### src/verilog/iop_pkg.sv
// constants, mode type and decode function for the i/o port block
package iop_pkg;

  // ****************************************************************
  // widths
  // ****************************************************************
  localparam int IOP_W = 8;
  localparam int IOP_AW = 12;
  localparam int IOP_SYNC_STAGES = 2;

  // ****************************************************************
  // register byte addresses
  // ****************************************************************
  localparam logic [11:0] IOP_ADDR_PA_DATA = 12'h000;
  localparam logic [11:0] IOP_ADDR_PA_DIR = 12'h004;
  localparam logic [11:0] IOP_ADDR_PA_OPT = 12'h008;
  localparam logic [11:0] IOP_ADDR_PA_PULL = 12'h00C;
  localparam logic [11:0] IOP_ADDR_PB_DATA = 12'h010;
  localparam logic [11:0] IOP_ADDR_PB_DIR = 12'h014;
  localparam logic [11:0] IOP_ADDR_INT_STAT = 12'h018;
  localparam logic [11:0] IOP_ADDR_INT_MASK = 12'h01C;
  localparam logic [11:0] IOP_ADDR_RAIL_CTRL = 12'h020;

  // ****************************************************************
  // field positions and reset values
  // ****************************************************************
  localparam int IOP_RAIL_SEL_BIT = 0;
  localparam int IOP_RAIL_EN_BIT = 1;
  localparam int IOP_RAIL_OK_BIT = 2;
  localparam logic [1:0] IOP_RAIL_CTRL_RST = 2'h1;
  localparam logic [7:0] IOP_BYTE_RST = 8'h00;

  // ****************************************************************
  // pin features per port
  // ****************************************************************
  localparam logic [7:0] IOP_PA_TOD_MASK = 8'hC0;
  localparam logic [7:0] IOP_PA_RAIL_MASK = 8'h0F;
  localparam logic [7:0] IOP_PB_TOD_MASK = 8'h00;
  localparam logic [7:0] IOP_PB_RAIL_MASK = 8'hF0;

  typedef enum logic [2:0] {
    IOP_FLOAT,
    IOP_PULLUP,
    IOP_PUSHPULL,
    IOP_OPENDRAIN,
    IOP_HELD
  } iop_mode_t;

  // one pin's effective pad mode from configuration and alternate function
  function automatic iop_mode_t iop_mode(input logic has_opt, input logic tod, input logic held,
                                         input logic dir, input logic opt, input logic pull,
                                         input logic alt_oe, input logic alt_pp);
    iop_mode_t m;
    m = IOP_FLOAT;
    if (held) begin
      m = IOP_HELD;
    end else if (alt_oe) begin
      m = (alt_pp && !tod) ? IOP_PUSHPULL : IOP_OPENDRAIN;
    end else if (!dir) begin
      m = (has_opt && pull && !tod) ? IOP_PULLUP : IOP_FLOAT;
    end else if (!has_opt) begin
      m = IOP_PUSHPULL;
    end else begin
      m = (opt && !tod) ? IOP_PUSHPULL : IOP_OPENDRAIN;
    end
    return m;
  endfunction : iop_mode

endpackage : iop_pkg

### src/verilog/iop_pad_ctl.sv
// registered pad control for one eight-pin port
`timescale 1ns/1ps
module iop_pad_ctl #(
  parameter logic HAS_OPT = 1'b1,
  parameter logic [7:0] TOD_MASK = 8'h00,
  parameter logic [7:0] RAIL_MASK = 8'h00
) (
  input wire logic pclk,
  input wire logic presetn,
  input wire logic rail_ok,
  input wire logic [iop_pkg::IOP_W-1:0] dir,
  input wire logic [iop_pkg::IOP_W-1:0] opt,
  input wire logic [iop_pkg::IOP_W-1:0] pull,
  input wire logic [iop_pkg::IOP_W-1:0] latch,
  input wire logic [iop_pkg::IOP_W-1:0] alt_oe,
  input wire logic [iop_pkg::IOP_W-1:0] alt_out,
  input wire logic [iop_pkg::IOP_W-1:0] alt_pp,
  output logic [iop_pkg::IOP_W-1:0] pad_out,
  output logic [iop_pkg::IOP_W-1:0] pad_oe,
  output logic [iop_pkg::IOP_W-1:0] pad_pu_en,
  output logic [iop_pkg::IOP_W-1:0] pad_hs_en
);
  import iop_pkg::*;

  logic [IOP_W-1:0] out_nxt, oe_nxt, pu_nxt, hs_nxt;

  always_comb begin
    iop_mode_t m;
    logic v;
    m = IOP_FLOAT;
    v = 1'b0;
    out_nxt = '0;
    oe_nxt = '0;
    pu_nxt = '0;
    hs_nxt = '0;
    for (int i = 0; i < IOP_W; i++) begin
      m = iop_mode(HAS_OPT, TOD_MASK[i], RAIL_MASK[i] && !rail_ok, dir[i], opt[i], pull[i],
                   alt_oe[i], alt_pp[i]);
      v = alt_oe[i] ? alt_out[i] : latch[i];
      case (m)
        IOP_PULLUP: begin
          pu_nxt[i] = 1'b1;
        end
        IOP_PUSHPULL: begin
          oe_nxt[i] = 1'b1;
          out_nxt[i] = v;
          hs_nxt[i] = 1'b1;
        end
        IOP_OPENDRAIN: begin
          oe_nxt[i] = !v;
        end
        IOP_HELD: begin
          oe_nxt[i] = 1'b1;
        end
        default: begin
        end
      endcase
    end
  end

  // rail pins come out of reset already grounded
  always_ff @(posedge pclk or negedge presetn) begin
    if (!presetn) begin
      pad_out <= 8'h00;
      pad_oe <= RAIL_MASK;
      pad_pu_en <= 8'h00;
      pad_hs_en <= 8'h00;
    end else begin
      pad_out <= out_nxt;
      pad_oe <= oe_nxt;
      pad_pu_en <= pu_nxt & ~TOD_MASK;
      pad_hs_en <= hs_nxt & ~TOD_MASK;
    end
  end

endmodule : iop_pad_ctl

### src/verilog/iop_port_top.sv
// two-port gpio block with apb registers, alternate functions and pin interrupts
`timescale 1ns/1ps
module iop_port_top (
  input wire logic pclk,
  input wire logic presetn,
  input wire logic psel,
  input wire logic penable,
  input wire logic pwrite,
  input wire logic [iop_pkg::IOP_AW-1:0] paddr,
  input wire logic [31:0] pwdata,
  output logic [31:0] prdata,
  output logic pready,
  output logic pslverr,
  output logic irq,
  input wire logic card_io_supply_rail,
  input wire logic [iop_pkg::IOP_W-1:0] pa_pad_in,
  output logic [iop_pkg::IOP_W-1:0] pa_pad_out,
  output logic [iop_pkg::IOP_W-1:0] pa_pad_oe,
  output logic [iop_pkg::IOP_W-1:0] pa_pad_pu_en,
  output logic [iop_pkg::IOP_W-1:0] pa_pad_hs_en,
  input wire logic [iop_pkg::IOP_W-1:0] second_port_pins_in,
  output logic [iop_pkg::IOP_W-1:0] second_port_pins_out,
  output logic [iop_pkg::IOP_W-1:0] second_port_pins_oe,
  output logic [iop_pkg::IOP_W-1:0] second_port_pins_pu_en,
  output logic [iop_pkg::IOP_W-1:0] second_port_pins_hs_en,
  input wire logic [iop_pkg::IOP_W-1:0] pa_alt_oe,
  input wire logic [iop_pkg::IOP_W-1:0] pa_alt_out,
  input wire logic [iop_pkg::IOP_W-1:0] pa_alt_pp,
  input wire logic [iop_pkg::IOP_W-1:0] pa_alt_ie,
  output logic [iop_pkg::IOP_W-1:0] pa_alt_in,
  input wire logic [iop_pkg::IOP_W-1:0] pb_alt_oe,
  input wire logic [iop_pkg::IOP_W-1:0] pb_alt_out,
  input wire logic [iop_pkg::IOP_W-1:0] pb_alt_pp,
  input wire logic [iop_pkg::IOP_W-1:0] pb_alt_ie,
  output logic [iop_pkg::IOP_W-1:0] pb_alt_in
);
  import iop_pkg::*;

  // ****************************************************************
  // pin synchronisers
  // ****************************************************************
  logic [IOP_W-1:0] pa_meta_r, pa_sync_r, pb_meta_r, pb_sync_r;
  logic rail_meta_r, rail_sync_r;

  always_ff @(posedge pclk or negedge presetn) begin
    if (!presetn) begin
      pa_meta_r <= 8'h00;
      pa_sync_r <= 8'h00;
      pb_meta_r <= 8'h00;
      pb_sync_r <= 8'h00;
      rail_meta_r <= 1'b0;
      rail_sync_r <= 1'b0;
    end else begin
      pa_meta_r <= pa_pad_in;
      pa_sync_r <= pa_meta_r;
      pb_meta_r <= second_port_pins_in;
      pb_sync_r <= pb_meta_r;
      rail_meta_r <= card_io_supply_rail;
      rail_sync_r <= rail_meta_r;
    end
  end

  // ****************************************************************
  // configuration registers
  // ****************************************************************
  logic [IOP_W-1:0] pa_latch_r, pa_latch_nxt, pa_dir_r, pa_dir_nxt;
  logic [IOP_W-1:0] pa_opt_r, pa_opt_nxt, pa_pull_r, pa_pull_nxt;
  logic [IOP_W-1:0] pb_latch_r, pb_latch_nxt, pb_dir_r, pb_dir_nxt;
  logic [IOP_W-1:0] int_stat_r, int_stat_nxt, int_mask_r, int_mask_nxt;
  logic [1:0] rail_ctrl_r, rail_ctrl_nxt;
  logic [IOP_W-1:0] edge_prev_r, edge_prev_nxt;
  logic [31:0] prdata_nxt;
  logic pready_nxt, pslverr_nxt, irq_nxt;
  logic [IOP_W-1:0] pa_alt_in_nxt, pb_alt_in_nxt;

  logic wr_en, setup;
  logic rail_ok;
  logic [IOP_W-1:0] edge_in, int_event, int_en;
  logic [IOP_W-1:0] pa_read, pb_read;

  assign setup = psel && !penable;
  assign wr_en = psel && penable && pready && pwrite && !pslverr;

  // a selected regulator that is still off counts as no rail
  assign rail_ok = rail_sync_r &&
                   !(rail_ctrl_r[IOP_RAIL_SEL_BIT] && !rail_ctrl_r[IOP_RAIL_EN_BIT]);

  // input with interrupt forces the detector to one when disabled,
  // so enabling on a low pin looks like a falling edge
  // per-pin select, so one enabled pin does not arm the whole byte
  assign int_en = ~pa_dir_r & pa_opt_r & ~pa_alt_oe;
  assign edge_in = (int_en & pa_sync_r) | ~int_en;
  assign int_event = edge_prev_r & ~edge_in;

  // ****************************************************************
  // read-back of the data registers
  // ****************************************************************
  // input pins with an alternate output show that output instead of the pad
  function automatic logic [IOP_W-1:0] pin_read(input logic [IOP_W-1:0] dir, input logic [IOP_W-1:0] alt_oe,
                                                input logic [IOP_W-1:0] alt_out, input logic [IOP_W-1:0] pin);
    logic [IOP_W-1:0] show_alt;
    show_alt = ~dir & alt_oe;
    return (show_alt & alt_out) | (~show_alt & pin);
  endfunction : pin_read

  assign pa_read = pin_read(pa_dir_r, pa_alt_oe, pa_alt_out, pa_sync_r);
  assign pb_read = pin_read(pb_dir_r, pb_alt_oe, pb_alt_out, pb_sync_r);

  always_comb begin
    pa_latch_nxt = pa_latch_r;
    pa_dir_nxt = pa_dir_r;
    pa_opt_nxt = pa_opt_r;
    pa_pull_nxt = pa_pull_r;
    pb_latch_nxt = pb_latch_r;
    pb_dir_nxt = pb_dir_r;
    int_mask_nxt = int_mask_r;
    rail_ctrl_nxt = rail_ctrl_r;
    int_stat_nxt = int_stat_r;
    edge_prev_nxt = edge_in;
    if (wr_en) begin
      case (paddr)
        IOP_ADDR_PA_DATA: pa_latch_nxt = pwdata[IOP_W-1:0];
        IOP_ADDR_PA_DIR: pa_dir_nxt = pwdata[IOP_W-1:0];
        IOP_ADDR_PA_OPT: pa_opt_nxt = pwdata[IOP_W-1:0];
        IOP_ADDR_PA_PULL: pa_pull_nxt = pwdata[IOP_W-1:0];
        IOP_ADDR_PB_DATA: pb_latch_nxt = pwdata[IOP_W-1:0];
        IOP_ADDR_PB_DIR: pb_dir_nxt = pwdata[IOP_W-1:0];
        IOP_ADDR_INT_STAT: int_stat_nxt = int_stat_r & ~pwdata[IOP_W-1:0];
        IOP_ADDR_INT_MASK: int_mask_nxt = pwdata[IOP_W-1:0];
        IOP_ADDR_RAIL_CTRL: rail_ctrl_nxt = pwdata[1:0];
        default: begin
        end
      endcase
    end
    // a new event wins over a clear in the same cycle
    int_stat_nxt = int_stat_nxt | int_event;
  end

  always_ff @(posedge pclk or negedge presetn) begin
    if (!presetn) begin
      pa_latch_r <= IOP_BYTE_RST;
      pa_dir_r <= IOP_BYTE_RST;
      pa_opt_r <= IOP_BYTE_RST;
      pa_pull_r <= IOP_BYTE_RST;
      pb_latch_r <= IOP_BYTE_RST;
      pb_dir_r <= IOP_BYTE_RST;
      int_stat_r <= IOP_BYTE_RST;
      int_mask_r <= IOP_BYTE_RST;
      rail_ctrl_r <= IOP_RAIL_CTRL_RST;
      edge_prev_r <= 8'hFF;
    end else begin
      pa_latch_r <= pa_latch_nxt;
      pa_dir_r <= pa_dir_nxt;
      pa_opt_r <= pa_opt_nxt;
      pa_pull_r <= pa_pull_nxt;
      pb_latch_r <= pb_latch_nxt;
      pb_dir_r <= pb_dir_nxt;
      int_stat_r <= int_stat_nxt;
      int_mask_r <= int_mask_nxt;
      rail_ctrl_r <= rail_ctrl_nxt;
      edge_prev_r <= edge_prev_nxt;
    end
  end

  // ****************************************************************
  // apb answer, one wait-free access phase
  // ****************************************************************
  always_comb begin
    prdata_nxt = 32'h0000_0000;
    pslverr_nxt = 1'b0;
    pready_nxt = setup;
    if (setup) begin
      case (paddr)
        IOP_ADDR_PA_DATA: prdata_nxt[IOP_W-1:0] = pa_read;
        IOP_ADDR_PA_DIR: prdata_nxt[IOP_W-1:0] = pa_dir_r;
        IOP_ADDR_PA_OPT: prdata_nxt[IOP_W-1:0] = pa_opt_r;
        IOP_ADDR_PA_PULL: prdata_nxt[IOP_W-1:0] = pa_pull_r;
        IOP_ADDR_PB_DATA: prdata_nxt[IOP_W-1:0] = pb_read;
        IOP_ADDR_PB_DIR: prdata_nxt[IOP_W-1:0] = pb_dir_r;
        IOP_ADDR_INT_STAT: prdata_nxt[IOP_W-1:0] = int_stat_r;
        IOP_ADDR_INT_MASK: prdata_nxt[IOP_W-1:0] = int_mask_r;
        IOP_ADDR_RAIL_CTRL: begin
          prdata_nxt[1:0] = rail_ctrl_r;
          prdata_nxt[IOP_RAIL_OK_BIT] = rail_ok;
        end
        default: pslverr_nxt = 1'b1;
      endcase
    end
  end

  // ****************************************************************
  // interrupt and alternate inputs
  // ****************************************************************
  // output pins feed the peripheral from the latch, input pins from the pad
  function automatic logic [IOP_W-1:0] alt_feed(input logic [IOP_W-1:0] ie, input logic [IOP_W-1:0] dir,
                                                input logic [IOP_W-1:0] latch, input logic [IOP_W-1:0] pin);
    return ie & ((dir & latch) | (~dir & pin));
  endfunction : alt_feed

  always_comb begin
    irq_nxt = |(int_stat_nxt & int_mask_r);
    pa_alt_in_nxt = alt_feed(pa_alt_ie, pa_dir_r, pa_latch_r, pa_sync_r);
    pb_alt_in_nxt = alt_feed(pb_alt_ie, pb_dir_r, pb_latch_r, pb_sync_r);
  end

  always_ff @(posedge pclk or negedge presetn) begin
    if (!presetn) begin
      prdata <= 32'h0000_0000;
      pready <= 1'b0;
      pslverr <= 1'b0;
      irq <= 1'b0;
      pa_alt_in <= 8'h00;
      pb_alt_in <= 8'h00;
    end else begin
      prdata <= prdata_nxt;
      pready <= pready_nxt;
      pslverr <= pslverr_nxt;
      irq <= irq_nxt;
      pa_alt_in <= pa_alt_in_nxt;
      pb_alt_in <= pb_alt_in_nxt;
    end
  end

  // ****************************************************************
  // pad drivers
  // ****************************************************************
  iop_pad_ctl #(
    .HAS_OPT(1'b1),
    .TOD_MASK(IOP_PA_TOD_MASK),
    .RAIL_MASK(IOP_PA_RAIL_MASK)
  ) u_pad_a (
    .pclk(pclk),
    .presetn(presetn),
    .rail_ok(rail_ok),
    .dir(pa_dir_r),
    .opt(pa_opt_r),
    .pull(pa_pull_r),
    .latch(pa_latch_r),
    .alt_oe(pa_alt_oe),
    .alt_out(pa_alt_out),
    .alt_pp(pa_alt_pp),
    .pad_out(pa_pad_out),
    .pad_oe(pa_pad_oe),
    .pad_pu_en(pa_pad_pu_en),
    .pad_hs_en(pa_pad_hs_en)
  );

  // second port has no option bits: floating in or push-pull out, open-drain only for an alternate output without pb_alt_pp
  iop_pad_ctl #(
    .HAS_OPT(1'b0),
    .TOD_MASK(IOP_PB_TOD_MASK),
    .RAIL_MASK(IOP_PB_RAIL_MASK)
  ) u_pad_b (
    .pclk(pclk),
    .presetn(presetn),
    .rail_ok(rail_ok),
    .dir(pb_dir_r),
    .opt(8'h00),
    .pull(8'h00),
    .latch(pb_latch_r),
    .alt_oe(pb_alt_oe),
    .alt_out(pb_alt_out),
    .alt_pp(pb_alt_pp),
    .pad_out(second_port_pins_out),
    .pad_oe(second_port_pins_oe),
    .pad_pu_en(second_port_pins_pu_en),
    .pad_hs_en(second_port_pins_hs_en)
  );

endmodule : iop_port_top
### config.mk
export PLATFORM = sky130hd
export DESIGN_NAME = iop_port_top
export DESIGN_NICKNAME = d
export VERILOG_FILES = /design/src/verilog/iop_pkg.sv /design/src/verilog/iop_pad_ctl.sv /design/src/verilog/iop_port_top.sv
export SDC_FILE = /design/constraint.sdc
export NUM_CORES = 1
export LEC_CHECK = 0
export BUFFER_PORTS_ARGS = -buffer_cell sky130_fd_sc_hd__buf_2
export CAP_MARGIN = 20
export CORE_MARGIN = 5
export CORE_UTILIZATION = 47
export DETAILED_ROUTE_END_ITERATION = 12
export PLACE_DENSITY = 0.77
export SLEW_MARGIN = 20
export SYNTH_ARGS = -nofsm -noshare
export SYNTH_HDL_FRONTEND = slang
export SYNTH_SLANG_ARGS = --single-unit
### constraint.sdc
create_clock -name pclk -period 2 [get_ports pclk]
set_clock_uncertainty 0.1 [all_clocks]
set_input_delay 0.2 -clock pclk [delete_from_list [all_inputs] [get_ports pclk]]
set_output_delay 0.2 -clock pclk [all_outputs]
set_load 0.02 [all_outputs]
==> impl_results.md <==
- Dpl hpwl: 15470 um
- Gr ovfl total: 0
- Final Net Count: about 1100
- H-tree depth: 4
- Drt via density: about 5.1
- Reg-to-reg critical path endpoint: pa_pull_r[7]
- Fmax achieved: around 0.51 GHz
- Synth area leaders: dfrtp_1 53%, mux2_2 10%, dfstp_2 5.4%
- Num Clock Sinks: roughly 190
- Sequential cell area fraction in the yosys report: about three fifths
- Transition time of the tightest slew-check pin: a little under 0.6 ns
- Hold-critical path endpoint: u_pad_b.pad_oe[5]
- R2r setup slk: 0.03 ns
- Max cap viols: 0
- Synth warn: 0
- CTS tree: built
- Pin count of the biggest net entering global routing: 55
- Critical Path End Type: flop
- Hold Startpoint: pb_alt_oe[5]
- Origin of the critical flop-to-flop path: pready
- DRT antenna net count: 0
- Initial core utilization: a little under half
- Die W: 143.0 um
- P&R area growth vs syn: 38.42%
- CTS buffer count: 17
- Hold WC Path Type: in2reg
- Max_slew headroom: between 60 and 70%
- Status: finished, final reports clean
- Core area: between 15000 and 20000 um^2
- Total number of vias: around 6400
- Row count: 48
- Max IR drop VDD: 0.0005886 V
- Synth Flop Type: dfrtp_1
- Final Hold Fails: 0
- DRC: 0
- Share of layout cells above drive strength 1: about 40%
- Die area: 20460 um^2
- Initial antenna violation count: 0
- Maximum buffer depth of the clock tree: 2
- Fin. max-slew vios: 0
- Synth cell types: 55
- Hold slack: about 0.003 ns
- Gpl congestion: around 0.88
- Number of global-route vias before repair: ~6800
- Leak Pwr: 5.663 nW
- Buffers on Ports: ~190
- Clock root buffer: clkbuf_16
- Routed len/inst: about 18 um
- Initial drt markers: around 380
- Crit start category: flop
- Pre-antenna DRT Iters: 5
- Worst-path clk slew: 0.07 ns
- Worst-path maximum fanout: 7
- Tmin final: approximately 2.0 ns
- N_diodes: 0
- Hold path cells: 3
- Crit path kind: reg2reg
- RSZ-0062 raised after global routing: true
- Die height: 143.0 um
- Post-CTS setup buffers: 0
- Tot GR Track Use: roughly 22%
- Tcrit/Tclk final: between 90% and 100%
- Share of the synthesized area in the top cell type: a little over half
- Cell Area, Synth: 8318 um^2
- Synth Register Bits: about 190
- Syn Area/Cell: approximately 12 um^2
- Setup violators final: 0
- Most common cell after layout, fill and taps aside: buf_2
- Crit path DAT: roughly 2.2 ns
- Post-synth top area cell: dfrtp_1
- Ys async rst share: 100.0%
- CP Data Required Time: around 2.2 ns
- PwrDens: 711.3 nW/um^2
- First-pass GRT wire length: about 36000 um
- Commonest non-fill, non-tap cells in the layout: 187 x buf_2, 175 x dfrtp_1, 89 x dlygate4sd3_1
- I/O Pins: 245
- Drt total wl: between 20000 and 25000 um
- Final core utilization: about two thirds
- Worst-skew pair later-pin latency: around 0.43 ns
- Reg2reg path depth: 6
- Post-Synthesis Cells: 670
- EDFF count, synth: 0
==> cells in the mapped netlist (7+ instances only) <==
master and count:
nand3b_1 7, inv_1 30, mux2i_1 35, nand3_1 17, dfrtp_1 176, nand2_1 43, nand2b_1 21, clkbuf_1 20
a21oi_1 12, dfstp_2 17, nor2b_1 29, nor2_1 18, o21ai_0 24, mux2_2 75, a31oi_1 15, nor4b_1 7
o211ai_1 10, buf_4 30
==> how the worst max path moves through the flow <==
stage                        end         start  cells after the start
floorplan            pa_opt_r[0]      paddr[9]                      7
global placement     pa_opt_r[5]      paddr[9]                      6
detailed placement   pa_opt_r[7]      paddr[9]                      6
CTS                          irq  pa_sync_r[6]                      6
global route                 irq       pslverr                      6
finish              pa_pull_r[7]        pready                      6
==> kinds of logic after synthesis <==
group | Yosys count | share of synthesized area (%)
and+or+nand+nor | 186 | 13.45
muxes | 115 | 15.72
AOI/OAI and AO/OA | 91 | 7.205
buffers and inverters | 84 | 5.265
DFF | 193 | 58.32
other | 1 | 0.04508
==> repair_timing <==
item / 4_1_cts / 5_1_grt
hold buffers: 91 / 0
hold endpoints to repair: 128 / 0
pin swaps: 3 / 1
endpoints found under the setup margin: 17 / 3
gates resized for setup: 2 / 8
==> power breakdown <==
group	switching [W]	internal [W]
registers	0.0000348	0.00401
logic	0.000498	0.000379
clock network	0.00154	0.00173
==> final cells by class <==
type / instances / area [um^2]
timing repair buffer: 346 / 2421
multi-input combinational: 430 / 3288
sequential: 193 / 4852
clock buffer: 17 / 425.4
fill: 1330 / 5843
inverter: 30 / 112.6
clock inverter: 15 / 132.6
tap: 225 / 281.5
==> layer usage <==
metal / wire length, um / track usage, % / vias to the layer above
met5: 0 / 0 / -
met4: 292 / 5.803 / 0
met3: 1928 / 5.459 / 24
met2: 10780 / 37.41 / 239
met1: 9185 / 29.14 / 3105
li1: - / - / 2998
==> worst max-delay path, stage by stage (launching register included) <==
cell and delay [ns]:
dfrtp_2 0.36, nand4_1 0.08, buf_4 0.18, or2_4 0.30, nor4_4 0.26, buf_4 0.22
mux2_2 0.34
==> through the flow <==
step                      setup TNS (ns)  power [W]  setup WS (ns)  instances  area, um^2
final                                  0   0.008190        0.02953       1256       11510
after global routing            -0.04211   0.008517       -0.04113       1256       11510
after CTS                              0   0.008241        0.01389       1258       11490
after detailed placement          -21.33   0.004851        -0.4708       1135       10020
after global placement            -19.65   0.004839        -0.4426       1135       10020
after floorplan                   -13.40   0.004495        -0.4448        707        8533
Power figures use the tool's default switching activity.
